**src/logic/tcpac_pkg.sv**
```systemverilog
package tcpac_pkg;

  // port counts: one attach-only phy plus two orientation-muxed ports
  localparam int NUM_ATTACH = 3;
  localparam int NUM_MUX_PORTS = 2;
  localparam int SYNC_STAGES = 3;

  // attach, orientation and mode pins as they arrive at the pads
  typedef struct packed {
    logic ctrlModeSel;
    logic attachPolaritySel;
    logic [NUM_ATTACH-1:0] attachIn;
    logic [NUM_MUX_PORTS-1:0] orientationSelIn;
    logic [NUM_MUX_PORTS-1:0] orientAAttachIn;
    logic [NUM_MUX_PORTS-1:0] orientBAttachIn;
  } tcpac_pins_s;

  localparam int PINS_W = $bits(tcpac_pins_s);

  // superspeed phy power enables
  typedef struct packed {
    logic singlePhyEn;
    logic [NUM_MUX_PORTS-1:0] phyAEn;
    logic [NUM_MUX_PORTS-1:0] phyBEn;
  } tcpac_phy_s;

  localparam tcpac_phy_s PHY_RESET = '{singlePhyEn: 1'h0, phyAEn: 2'h0, phyBEn: 2'h0};

  // upstream speed indicator levels, driven on both indicator pins
  localparam logic [1:0] HOST_SPEED_SS = 2'h0;
  localparam logic [1:0] HOST_SPEED_LEGACY = 2'h3;
  localparam logic [1:0] HOST_SPEED_OE_ON = 2'h3;
  localparam logic [1:0] HOST_SPEED_OE_OFF = 2'h0;

  // pad pull-downs on polarity and mode select: always enabled
  localparam logic [1:0] PULL_DOWN_ON = 2'h3;

  // open-drain pins only ever drive low
  localparam logic OD_LOW = 1'h0;

endpackage

```
**src/logic/tcpac_attach_ctrl.sv**
```systemverilog
module tcpac_attach_ctrl (
  input wire logic clk,
  input wire logic reset_n,
  input tcpac_pkg::tcpac_pins_s attachPins,
  output tcpac_pkg::tcpac_phy_s phyEn,
  output logic [1:0] padPullDownEn,
  input wire logic hostConnected,
  input wire logic hostSuperSpeed,
  output logic [1:0] hostSpeedOut,
  output logic [1:0] hostSpeedOe,
  input wire logic usb2Suspended,
  output logic suspendStateOut,
  input wire logic bridgeModeSel,
  input wire logic slaveClkLow,
  input wire logic slaveDatLow,
  input wire logic bridgeClkLow,
  input wire logic bridgeDatLow,
  input wire logic mgmtSerialClkIn,
  input wire logic mgmtSerialDatIn,
  output logic mgmtSerialClkOut,
  output logic mgmtSerialClkOe,
  output logic mgmtSerialDatOut,
  output logic mgmtSerialDatOe,
  output logic serialClkSync,
  output logic serialDatSync
);
  import tcpac_pkg::*;

  //////////////////////////////////////////////////////////////////////////////

  logic [PINS_W-1:0] syncVec;
  tcpac_pins_s syncPins;
  logic modeTwo;
  logic polLow;
  logic [NUM_ATTACH-1:0] attachEff;
  logic [NUM_MUX_PORTS-1:0] orientEff;
  logic [NUM_MUX_PORTS-1:0] muxAEff;
  logic [NUM_MUX_PORTS-1:0] muxBEff;
  tcpac_phy_s phy_q;
  tcpac_phy_s phy_d;
  logic [1:0] speedOut_q;
  logic [1:0] speedOe_q;
  logic suspend_q;

  // returns {phy B enable, phy A enable} for one muxed port
  function automatic logic [1:0] portDecode(
    input logic mode2,
    input logic attach,
    input logic orient,
    input logic muxA,
    input logic muxB
  );
    logic [1:0] en;
    if (mode2) begin
      en = {muxB, muxA};
    end else begin
      en = {attach & orient, attach & ~orient};
    end
    return en;
  endfunction

  //////////////////////////////////////////////////////////////////////////////
  // pins arrive from an external controller with no clock relation

  tcpac_sync #(.W(PINS_W)) u_attach_sync (
    .clk(clk),
    .reset_n(reset_n),
    .asyncIn(attachPins),
    .syncOut(syncVec)
  );

  assign syncPins = syncVec;
  assign modeTwo = syncPins.ctrlModeSel;
  assign polLow = ~syncPins.attachPolaritySel;

  // one xor turns every attach-type input into an active-high level
  always_comb begin
    attachEff = syncPins.attachIn ^ {NUM_ATTACH{syncPins.attachPolaritySel}};
    orientEff = syncPins.orientationSelIn ^ {NUM_MUX_PORTS{syncPins.attachPolaritySel}};
    muxAEff = syncPins.orientAAttachIn ^ {NUM_MUX_PORTS{syncPins.attachPolaritySel}};
    muxBEff = syncPins.orientBAttachIn ^ {NUM_MUX_PORTS{syncPins.attachPolaritySel}};
  end

  // pads carry fixed pull-downs so floating selects read as mode 1, active high
  assign padPullDownEn = PULL_DOWN_ON;

  //////////////////////////////////////////////////////////////////////////////
  // phy power decisions

  always_comb begin
    phy_d = PHY_RESET;
    // the lone attach phy has no orientation pair, so it follows its attach in both modes
    phy_d.singlePhyEn = attachEff[0];
    for (int p = 0; p < NUM_MUX_PORTS; p++) begin
      {phy_d.phyBEn[p], phy_d.phyAEn[p]} = portDecode(modeTwo, attachEff[p+1],
        orientEff[p], muxAEff[p], muxBEff[p]);
    end
  end

  // registered so that phy power never sees a decode glitch
  always_ff @(posedge clk or negedge reset_n) begin
    if (!reset_n) begin
      phy_q <= PHY_RESET;
    end else begin
      phy_q <= phy_d;
    end
  end

  assign phyEn = phy_q;

  //////////////////////////////////////////////////////////////////////////////
  // upstream speed indicator

  always_ff @(posedge clk or negedge reset_n) begin
    if (!reset_n) begin
      speedOut_q <= HOST_SPEED_LEGACY;
      speedOe_q <= HOST_SPEED_OE_OFF;
    end else begin
      speedOut_q <= hostSuperSpeed ? HOST_SPEED_SS : HOST_SPEED_LEGACY;
      speedOe_q <= hostConnected ? HOST_SPEED_OE_ON : HOST_SPEED_OE_OFF;
    end
  end

  assign hostSpeedOut = speedOut_q;
  assign hostSpeedOe = speedOe_q;

  //////////////////////////////////////////////////////////////////////////////
  // suspend indicator, a plain level usable as a wakeup sideband

  always_ff @(posedge clk or negedge reset_n) begin
    if (!reset_n) begin
      suspend_q <= 1'h0;
    end else begin
      suspend_q <= usb2Suspended;
    end
  end

  assign suspendStateOut = suspend_q;

  //////////////////////////////////////////////////////////////////////////////
  // two-wire management pins

  tcpac_mgmt_pins u_mgmt_pins (
    .clk(clk),
    .reset_n(reset_n),
    .bridgeModeSel(bridgeModeSel),
    .slaveClkLow(slaveClkLow),
    .slaveDatLow(slaveDatLow),
    .bridgeClkLow(bridgeClkLow),
    .bridgeDatLow(bridgeDatLow),
    .mgmtSerialClkIn(mgmtSerialClkIn),
    .mgmtSerialDatIn(mgmtSerialDatIn),
    .mgmtSerialClkOut(mgmtSerialClkOut),
    .mgmtSerialClkOe(mgmtSerialClkOe),
    .mgmtSerialDatOut(mgmtSerialDatOut),
    .mgmtSerialDatOe(mgmtSerialDatOe),
    .serialClkSync(serialClkSync),
    .serialDatSync(serialDatSync)
  );

  for (genvar i = 0; i < NUM_MUX_PORTS; i++) begin : g_chk

  end
endmodule

```
**src/logic/tcpac_mgmt_pins.sv**
```systemverilog
module tcpac_mgmt_pins (
  input wire logic clk,
  input wire logic reset_n,
  input wire logic bridgeModeSel,
  input wire logic slaveClkLow,
  input wire logic slaveDatLow,
  input wire logic bridgeClkLow,
  input wire logic bridgeDatLow,
  input wire logic mgmtSerialClkIn,
  input wire logic mgmtSerialDatIn,
  output logic mgmtSerialClkOut,
  output logic mgmtSerialClkOe,
  output logic mgmtSerialDatOut,
  output logic mgmtSerialDatOe,
  output logic serialClkSync,
  output logic serialDatSync
);
  import tcpac_pkg::*;

  logic clkOe_q;
  logic datOe_q;
  logic [1:0] pinSync;

  tcpac_sync #(.W(2)) u_pin_sync (
    .clk(clk),
    .reset_n(reset_n),
    .asyncIn({mgmtSerialClkIn, mgmtSerialDatIn}),
    .syncOut(pinSync)
  );

  // slave only stretches the clock; bridge owns it as master
  always_ff @(posedge clk or negedge reset_n) begin
    if (!reset_n) begin
      clkOe_q <= 1'h0;
      datOe_q <= 1'h0;
    end else begin
      clkOe_q <= bridgeModeSel ? bridgeClkLow : slaveClkLow;
      datOe_q <= bridgeModeSel ? bridgeDatLow : slaveDatLow;
    end
  end

  assign mgmtSerialClkOut = OD_LOW;
  assign mgmtSerialDatOut = OD_LOW;
  assign mgmtSerialClkOe = clkOe_q;
  assign mgmtSerialDatOe = datOe_q;
  assign serialClkSync = pinSync[1];
  assign serialDatSync = pinSync[0];
endmodule

```
**src/logic/tcpac_sync.sv**
```systemverilog
module tcpac_sync #(
  parameter int W = 1
) (
  input wire logic clk,
  input wire logic reset_n,
  input wire logic [W-1:0] asyncIn,
  output logic [W-1:0] syncOut
);
  import tcpac_pkg::*;

  logic [W-1:0] meta_q;
  logic [W-1:0] stage2_q;
  logic [W-1:0] stage3_q;
  logic [W-1:0] out_q;

  always_ff @(posedge clk or negedge reset_n) begin
    if (!reset_n) begin
      meta_q <= '0;
      stage2_q <= '0;
      stage3_q <= '0;
    end else begin
      meta_q <= asyncIn;
      stage2_q <= meta_q;
      stage3_q <= stage2_q;
    end
  end

  // a change counts only once two late stages agree; filters one-cycle glitches
  for (genvar b = 0; b < W; b++) begin : g_bit
    always_ff @(posedge clk or negedge reset_n) begin
      if (!reset_n) begin
        out_q[b] <= 1'h0;
      end else if (stage2_q[b] == stage3_q[b]) begin
        out_q[b] <= stage3_q[b];
      end
    end

  end

  assign syncOut = out_q;
endmodule

```
**config.mk**
```make
export PLATFORM = sky130hd
export DESIGN_NAME = tcpac_attach_ctrl
export DESIGN_NICKNAME = d
export VERILOG_FILES = /design/src/logic/tcpac_pkg.sv /design/src/logic/tcpac_attach_ctrl.sv /design/src/logic/tcpac_mgmt_pins.sv /design/src/logic/tcpac_sync.sv
export SDC_FILE = /design/constraint.sdc
export NUM_CORES = 1
export LEC_CHECK = 0
export ABC_AREA = 1
export BUFFER_PORTS_ARGS = -buffer_cell sky130_fd_sc_hd__buf_2
export CORE_MARGIN = 3
export CORE_UTILIZATION = 55
export DETAILED_ROUTE_END_ITERATION = 8
export GPL_TIMING_DRIVEN = 0
export PLACE_DENSITY_LB_ADDON = 0.1
export SYNTH_ARGS = -nofsm -noshare
export SYNTH_HDL_FRONTEND = slang
export SYNTH_SLANG_ARGS = --single-unit
```
**constraint.sdc**
```tcl
create_clock -name clk -period 2.6 [get_ports clk]
set_input_delay 0.52 -clock clk [delete_from_list [all_inputs] [get_ports clk]]
set_output_delay 0.52 -clock clk [all_outputs]
set_load 0.02 [all_outputs]
```
==> results of run 1 <==
logic make-up after synthesis:
group           Yosys count  share of synthesized area [%]
simple gates             46                           9.38
other cells               2                          0.375
fa+ha+maj                13                           6.57
compound gates            2                          0.500
flops                    62                           77.6
buf+inv                  15                           5.13
xor+xnor                  1                          0.438
power breakdown:
part / switching, W / internal [W] / leakage (nW)
combinational: 0.000115 / 0.0000781 / 0.391
clock: 0.000292 / 0.000298 / 0.0725
sequential: 0.0000334 / 0.00103 / 0.725
total: 0.000441 / 0.00141 / 1.19
worst min path at each step:
stage / start / to / slack, ns
final: reset_n / u_attach_sync.stage3_q[3] / 0.18
after global routing: mgmtSerialDatIn / u_mgmt_pins.u_pin_sync.meta_q[0] / 0.18
after CTS: attachPins[1] / u_attach_sync.meta_q[1] / 0.21
after detailed placement: u_attach_sync.meta_q[0] / u_attach_sync.stage2_q[0] / 0.34
after global placement: u_attach_sync.meta_q[9] / u_attach_sync.stage2_q[9] / 0.33
after floorplan: reset_n / hostSpeedOe[0] / 0.22
sequential cells by signal, summed over array words and instances (netlist names):
signal / flops
hostSpeedOe: 1
hostSpeedOut: 1
phyEn: 5
suspendStateOut: 1
u_attach_sync.meta_q: 11
u_attach_sync.stage2_q: 11
u_attach_sync.stage3_q: 11
u_attach_sync.syncOut: 11
u_mgmt_pins.mgmtSerialClkOe: 1
u_mgmt_pins.mgmtSerialDatOe: 1
u_mgmt_pins.u_pin_sync.meta_q: 2
u_mgmt_pins.u_pin_sync.stage2_q: 2
u_mgmt_pins.u_pin_sync.stage3_q: 2
u_mgmt_pins.u_pin_sync.syncOut: 2
layout make-up:
class / count / share of cell area (%)
Inverter: 7 / 1.10
Clock buffer: 15 / 5.47
Buffer: 8 / 3.21
Tap cell: 46 / 2.42
Sequential cell: 62 / 65.3
Multi-Input combinational cell: 66 / 14.8
Timing Repair Buffer: 36 / 7.68
cells in the mapped netlist (all sizes together):
cell / number / area share (%)
nand2: 34 / 6.6
xor2: 1 / 0.44
buf: 8 / 3.8
inv: 7 / 1.3
dfstp: 1 / 1.3
nor2: 12 / 2.8
conb: 2 / 0.38
maj3: 13 / 6.6
dfrtp: 61 / 76
o21ai: 2 / 0.50
worst max-delay path, stage by stage (launching register included):
cell and delay (ns):
dfstp_2 0.54, buf_4 0.09, buf_2 0.15
metal layers:
metal | GRT usage [%] | vias up
met3 | 8.84 | 6
met1 | 17.3 | 542
li1 | - | 527
met2 | 24.7 | 45
met5 | 0 | -
met4 | 10.2 | 0
per-stage QoR:
| step | instance area (sq um) | power [W] |
|---|---|---|
| after floorplan | 2010 | 0.00120 |
| after global placement | 2250 | 0.00127 |
| after detailed placement | 2250 | 0.00128 |
| after CTS | 2380 | 0.00188 |
| after global routing | 2380 | 0.00196 |
| final | 2380 | 0.00185 |
==> flow_metrics.py, run 1 <==
metrics = {
    "critical_path": {
        "endpoint_kind": "output port",
        "regToRegSetupSlack_ns": 1.61,
        "critPathRequiredTime_ns": 2.08,
        "reg2reg_depth": 6,
        "crit_fanout": 2,
        "crit_path_start_kind": "register",
        "critPathLaunch": "hostSpeedOut[0]",
        "regToRegEndpoint": "phyEn[3]",
        "crit_path_end": "hostSpeedOut[1]",
        "setup.worst_path.class": "register to output port",
        "worst_ep_arrival_time_ns": 1.15,
        "worstReg2RegStart": "u_attach_sync.syncOut[9]",
    },
    "routing": {
        "route.top_layer_used": "met4",
        "route.met2.wl_mm": 1.43,
        "postRouteWirelength_mm": 2.79,
        "met3_length_um": 231,
        "drc": 0,
        "wl_per_cell_um": 11.6,
        "met1Wirelength_mm": 1.09,
        "first_pass_iters": 4,
        "drtIter0Drc": 29,
        "vias": 1120,
        "ant_nets": 0,
        "vias_per_cell": 4.67,
    },
    "timing": {
        "fin_skew_ns": 0.00463,
        "worst_slack_ns": 0.926,
        "slew_viol_final": 0,
        "period_needed_ns": 1.67,
        "worst_slew_pin_slew_ns": 0.709,
        "finalSetupViolations": 0,
        "hold_violations": 0,
        "relSlewSlack_pct": 52.7,
        "setup_tns_ns": 0,
        "grt_setup_unrepaired": "false",
        "period_share_pct": 64.4,
        "holdWs_ns": 0.183,
        "max_freq_ghz": 0.597,
    },
    "final_layout": {
        "multi_input_area_sq_um": 353,
        "fill_cells": 256,
        "drive_above_1_share_pct": 33.0,
        "fin_util_pct": 69.6,
        "final_nets": 213,
        "final_common_cell": "dfrtp_1",
        "synthToLayoutAreaGrowth_pct": 18.9,
        "layout_common_cells": "61 x dfrtp_1, 35 x buf_2, 32 x nand2_1",
        "finalNonFillerCells": 240,
        "n_antenna_cell": 0,
        "seq_area_sq_um": 1550,
    },
    "floorplan": {
        "die_area_sq_um": 4400,
        "start_util_pct": 58.6,
        "die_h_um": 66.3,
        "fp.dieW_um": 66.3,
        "design.core.area_sq_um": 3420,
        "rows": 21,
        "pin_count": 41,
    },
    "power_and_ir_drop": {
        "p_leak_nw": 1.19,
        "vdd_drop_max_v": 0.000474,
        "power_density_nw_per_um2": 778,
    },
    "global_routing": {
        "grt_start_max_net_pins": 63,
        "grt_pass1_vias": 1171,
        "antenna_found_initial": 0,
        "globalRouteTotalUtil_pct": 16.2,
        "grt_remaining_overflow": 0,
        "grt_pass1_wl_mm": 4.89,
    },
    "clocking": {
        "cts_max_level": 3,
        "cts_buffer_depth": 2,
        "cts_buffers": 9,
        "clk_pin_slew_ns": 0.09,
        "cts-root-buf": "clkbuf_4",
        "clk_latency_ns": 0.38,
        "cts_resized": 0,
        "cts_tree": "done",
        "hold_buffers": 0,
        "post-cts-setup-buffer-count": 0,
        "clock-sinks": 62,
    },
    "logic_synthesis": {
        "yosys_warnings": 0,
        "yosys.cell_types.count": 17,
        "synthCells": 141,
        "synth_seq_cells": 62,
        "synth_area_sq_um": 2000,
        "ys_seq_area_share_pct": 77.6,
        "synth_area_per_cell_sq_um": 14.2,
    },
    "placed_design": {
        "gp_congestion": 0.829,
        "dp_hpwl_mm": 1.93,
        "place_inst": 225,
        "pre_cts_slack_ns": 0.914,
        "numPortBuffers": 36,
    },
    "min_path": {
        "hold_path_class": "input pin to asynchronous set/reset pin",
    },
    "status": {
        "status": "complete, no violations",
    },
    "run": {
        "maxCapViolCount": 0,
    },
}
Note: power is estimated with default switching activity, not from simulation.
==> inputs of run 2 (changes only) <==
Settings changed: ABC_AREA 1 to 0, CORE_UTILIZATION 55 to 52.
Clock period 2.6 ns to 1.7 ns, I/O delays scaled along.
==> run 2 against run 1 <==
  * Final cell count shrank 13%
  * First-iteration DRC count up 52%
  * Largest power group unchanged
  * Worst hold slack lost 0.099 ns
  * Synthesized cell count down 23%
  * Cell area shrank 1.2%
  * Largest cell class unchanged
  * Clock-buffer cell count is 1 higher
  * Die area grew 1.5%
  * Global-route usage down 2.7 points
  * Clock power up 90%
  * Critical endpoint unchanged
==> flow_metrics.py, run 2 <==
metrics = {
    "floorplan": {
        "rows": 21,
        "pin_count": 41,
        "fp.dieW_um": 66.8,
        "start_util_pct": 55.9,
        "die_area_sq_um": 4460,
        "die_h_um": 66.8,
        "design.core.area_sq_um": 3440,
    },
    "clocking": {
        "cts-root-buf": "clkbuf_8",
        "cts_tree": "done",
        "cts_resized": 0,
        "clock-sinks": 62,
        "cts_buffers": 9,
        "cts_buffer_depth": 2,
        "cts_max_level": 3,
        "clk_pin_slew_ns": 0.06,
        "hold_buffers": 0,
        "post-cts-setup-buffer-count": 0,
        "clk_latency_ns": 0.31,
    },
    "logic_synthesis": {
        "synthMuxAreaShare_pct": 1.17,
        "ys_top_cells_by_count": "61 x dfrtp_1, 13 x maj3_1, 6 x buf_4",
        "yosys_warnings": 0,
        "synthXorXnorAreaFrac_pct": 0.455,
        "synth_top_area_cell": "dfrtp_1",
        "synth_area_sq_um": 1920,
        "synth_edf_count": 0,
        "synth_compound_area_share_pct": 2.86,
        "synth_seq_cells": 62,
        "yosys.area_share.simple_pct": 4.55,
        "ys.flop_type": "dfrtp_1",
        "synth_top_cells_by_area": "dfrtp_1 79%, maj3_1 6.8%, buf_4 2.3%",
        "yosysMostFrequentCell": "dfrtp_1",
        "synthAdderAreaFrac_pct": 6.77,
        "yosys.cell_types.count": 15,
        "synth_top_family_by_area": "adder cells",
        "synthCells": 109,
        "ys_async_sr_fraction_pct": 100,
        "synth_area_per_cell_sq_um": 17.6,
        "yosysTopAreaCellShare_pct": 79.4,
        "ys_seq_area_share_pct": 80.7,
    },
    "timing": {
        "fin_skew_ns": 0.00534,
        "period_share_pct": 82.7,
        "setup_tns_ns": 0,
        "hold_violations": 0,
        "worst_slack_ns": 0.294,
        "grt_setup_unrepaired": "false",
        "max_freq_ghz": 0.711,
        "worst_slew_pin_slew_ns": 0.707,
        "relSlewSlack_pct": 52.9,
        "slew_viol_final": 0,
        "period_needed_ns": 1.41,
        "finalSetupViolations": 0,
    },
    "routing": {
        "vias": 964,
        "postRouteWirelength_mm": 2.46,
        "route.met2.wl_mm": 1.18,
        "ant_nets": 0,
        "first_pass_iters": 4,
        "drc": 0,
        "drtIter0Drc": 44,
        "met3_length_um": 192,
        "route.top_layer_used": "met4",
        "met1Wirelength_mm": 1.03,
        "wl_per_cell_um": 11.8,
        "vias_per_cell": 4.61,
    },
    "power_and_ir_drop": {
        "p_leak_nw": 1.09,
        "clkPwrFrac_pct": 37.4,
        "vdd_drop_max_v": 0.000667,
        "p_int_w": 0.00234,
        "combPwrFrac_pct": 8.1,
        "switching_power_w": 0.000659,
        "p_sw_share_pct": 22.0,
        "total_power_w": 0.00300,
        "seqPwrFrac_pct": 54.5,
        "power_density_nw_per_um2": 1280,
    },
    "critical_path": {
        "worstReg2RegStart": "u_attach_sync.syncOut[10]",
        "worst_ep_arrival_time_ns": 1.07,
        "crit_path_start_kind": "register",
        "critPathRequiredTime_ns": 1.36,
        "endpoint_kind": "output port",
        "critPathLaunch": "hostSpeedOut[0]",
        "setup.worst_path.class": "register to output port",
        "crit_fanout": 2,
    },
    "global_routing": {
        "grt_start_max_net_pins": 63,
        "grt_pass1_wl_mm": 4.21,
        "antenna_found_initial": 0,
        "grt_remaining_overflow": 0,
        "grt_pass1_vias": 950,
        "globalRouteTotalUtil_pct": 13.4,
    },
    "status": {
        "status": "complete, no violations",
    },
    "final_layout": {
        "fill_cells": 254,
        "layout_common_cells": "61 x dfrtp_1, 37 x buf_2, 13 x maj3_1",
        "drive_above_1_share_pct": 36.2,
        "fin_area_sq_um": 2350,
        "synthToLayoutAreaGrowth_pct": 22.3,
        "n_antenna_cell": 0,
        "final_nets": 181,
        "final_common_cell": "dfrtp_1",
    },
    "placed_design": {
        "numPortBuffers": 36,
        "pre_cts_slack_ns": 0.190,
        "dp_hpwl_mm": 1.63,
        "gp_congestion": 0.787,
        "dpl_cell_area_sq_um": 2170,
    },
    "run": {
        "maxCapViolCount": 0,
    },
    "min_path": {
        "hold_path_class": "input pin to asynchronous set/reset pin",
    },
}
run 2: cell types whose count changed after synthesis, moves of 4 or more:
cell      delta
nand2_1     -32
nor2_1      -10
inv_1        -5
a21oi_1      +4
a32oi_1      +4
nand2b_1     +4
or3b_1       +4
run 2: worst paths after layout:
| check | end | cells past startpoint | slack (ns) |
|---|---|---|---|
| worst min-delay path | u_attach_sync.syncOut[6] | 1 | 0.08 |
| max in group asynchronous | u_attach_sync.stage3_q[10] | 1 | 1.15 |
| worst max register to register | phyEn[0] | 2 | 0.55 |
| min in group clk | hostSpeedOut[0] | 2 | 0.13 |
| worst min register to register | u_attach_sync.stage2_q[5] | 0 | 0.35 |
| worst max-delay path | hostSpeedOut[1] | 2 | 0.29 |
run 2: cell families (layout without fill, tap and decap cells):
kind of cell | Yosys count | in the layout
flops | 62 | 62
fa+ha+maj | 13 | 13
simple gates | 12 | 12
buf+inv | 9 | 61
compound gates | 8 | 8
other cells | 2 | 4
mux | 2 | 2
xor+xnor | 1 | 1
run 2: power by group through the flow:
stage                     Clock [W]  Sequential (W)  Combinational [W]
after global placement            0         0.00166           0.000240
after CTS                   0.00116         0.00164           0.000248
after detailed placement          0         0.00166           0.000247
after floorplan                   0         0.00170           0.000100
final                       0.00112         0.00164           0.000244
after global routing        0.00124         0.00165           0.000270
run 2: metal layers:
metal,GRT usage [%],vias up
met5,0,-
li1,-,460
met2,20.7,35
met1,15.5,463
met3,5.23,6
met4,8.88,0
run 2: cell type report:
| type | instances | area [sq um] | area share [%] |
|---|---|---|---|
| Buffer | 8 | 55.1 | 2.34 |
| Multi-Input combinational cell | 40 | 319 | 13.6 |
| Tap cell | 46 | 57.6 | 2.45 |
| Clock buffer | 16 | 180 | 7.66 |
| Timing Repair Buffer | 36 | 183 | 7.77 |
| Sequential cell | 62 | 1550 | 66.0 |
| Inverter | 1 | 3.75 | 0.160 |
run 2: per-stage QoR:
stage          instances  utilization (%)  hold WS, ns
2_1_floorplan        111                -       0.0444
3_3_place_gp         193             63.0        0.331
3_5_place_dp         193             63.0        0.335
4_1_cts              209             68.2        0.109
5_1_grt              209             68.3        0.107
6_report             209             68.3       0.0842
run 2: worst max-delay path, cell delays in order, from the launching register on:
cell	delay [ns]
dfstp_2	0.52
buf_4	0.09
buf_2	0.14
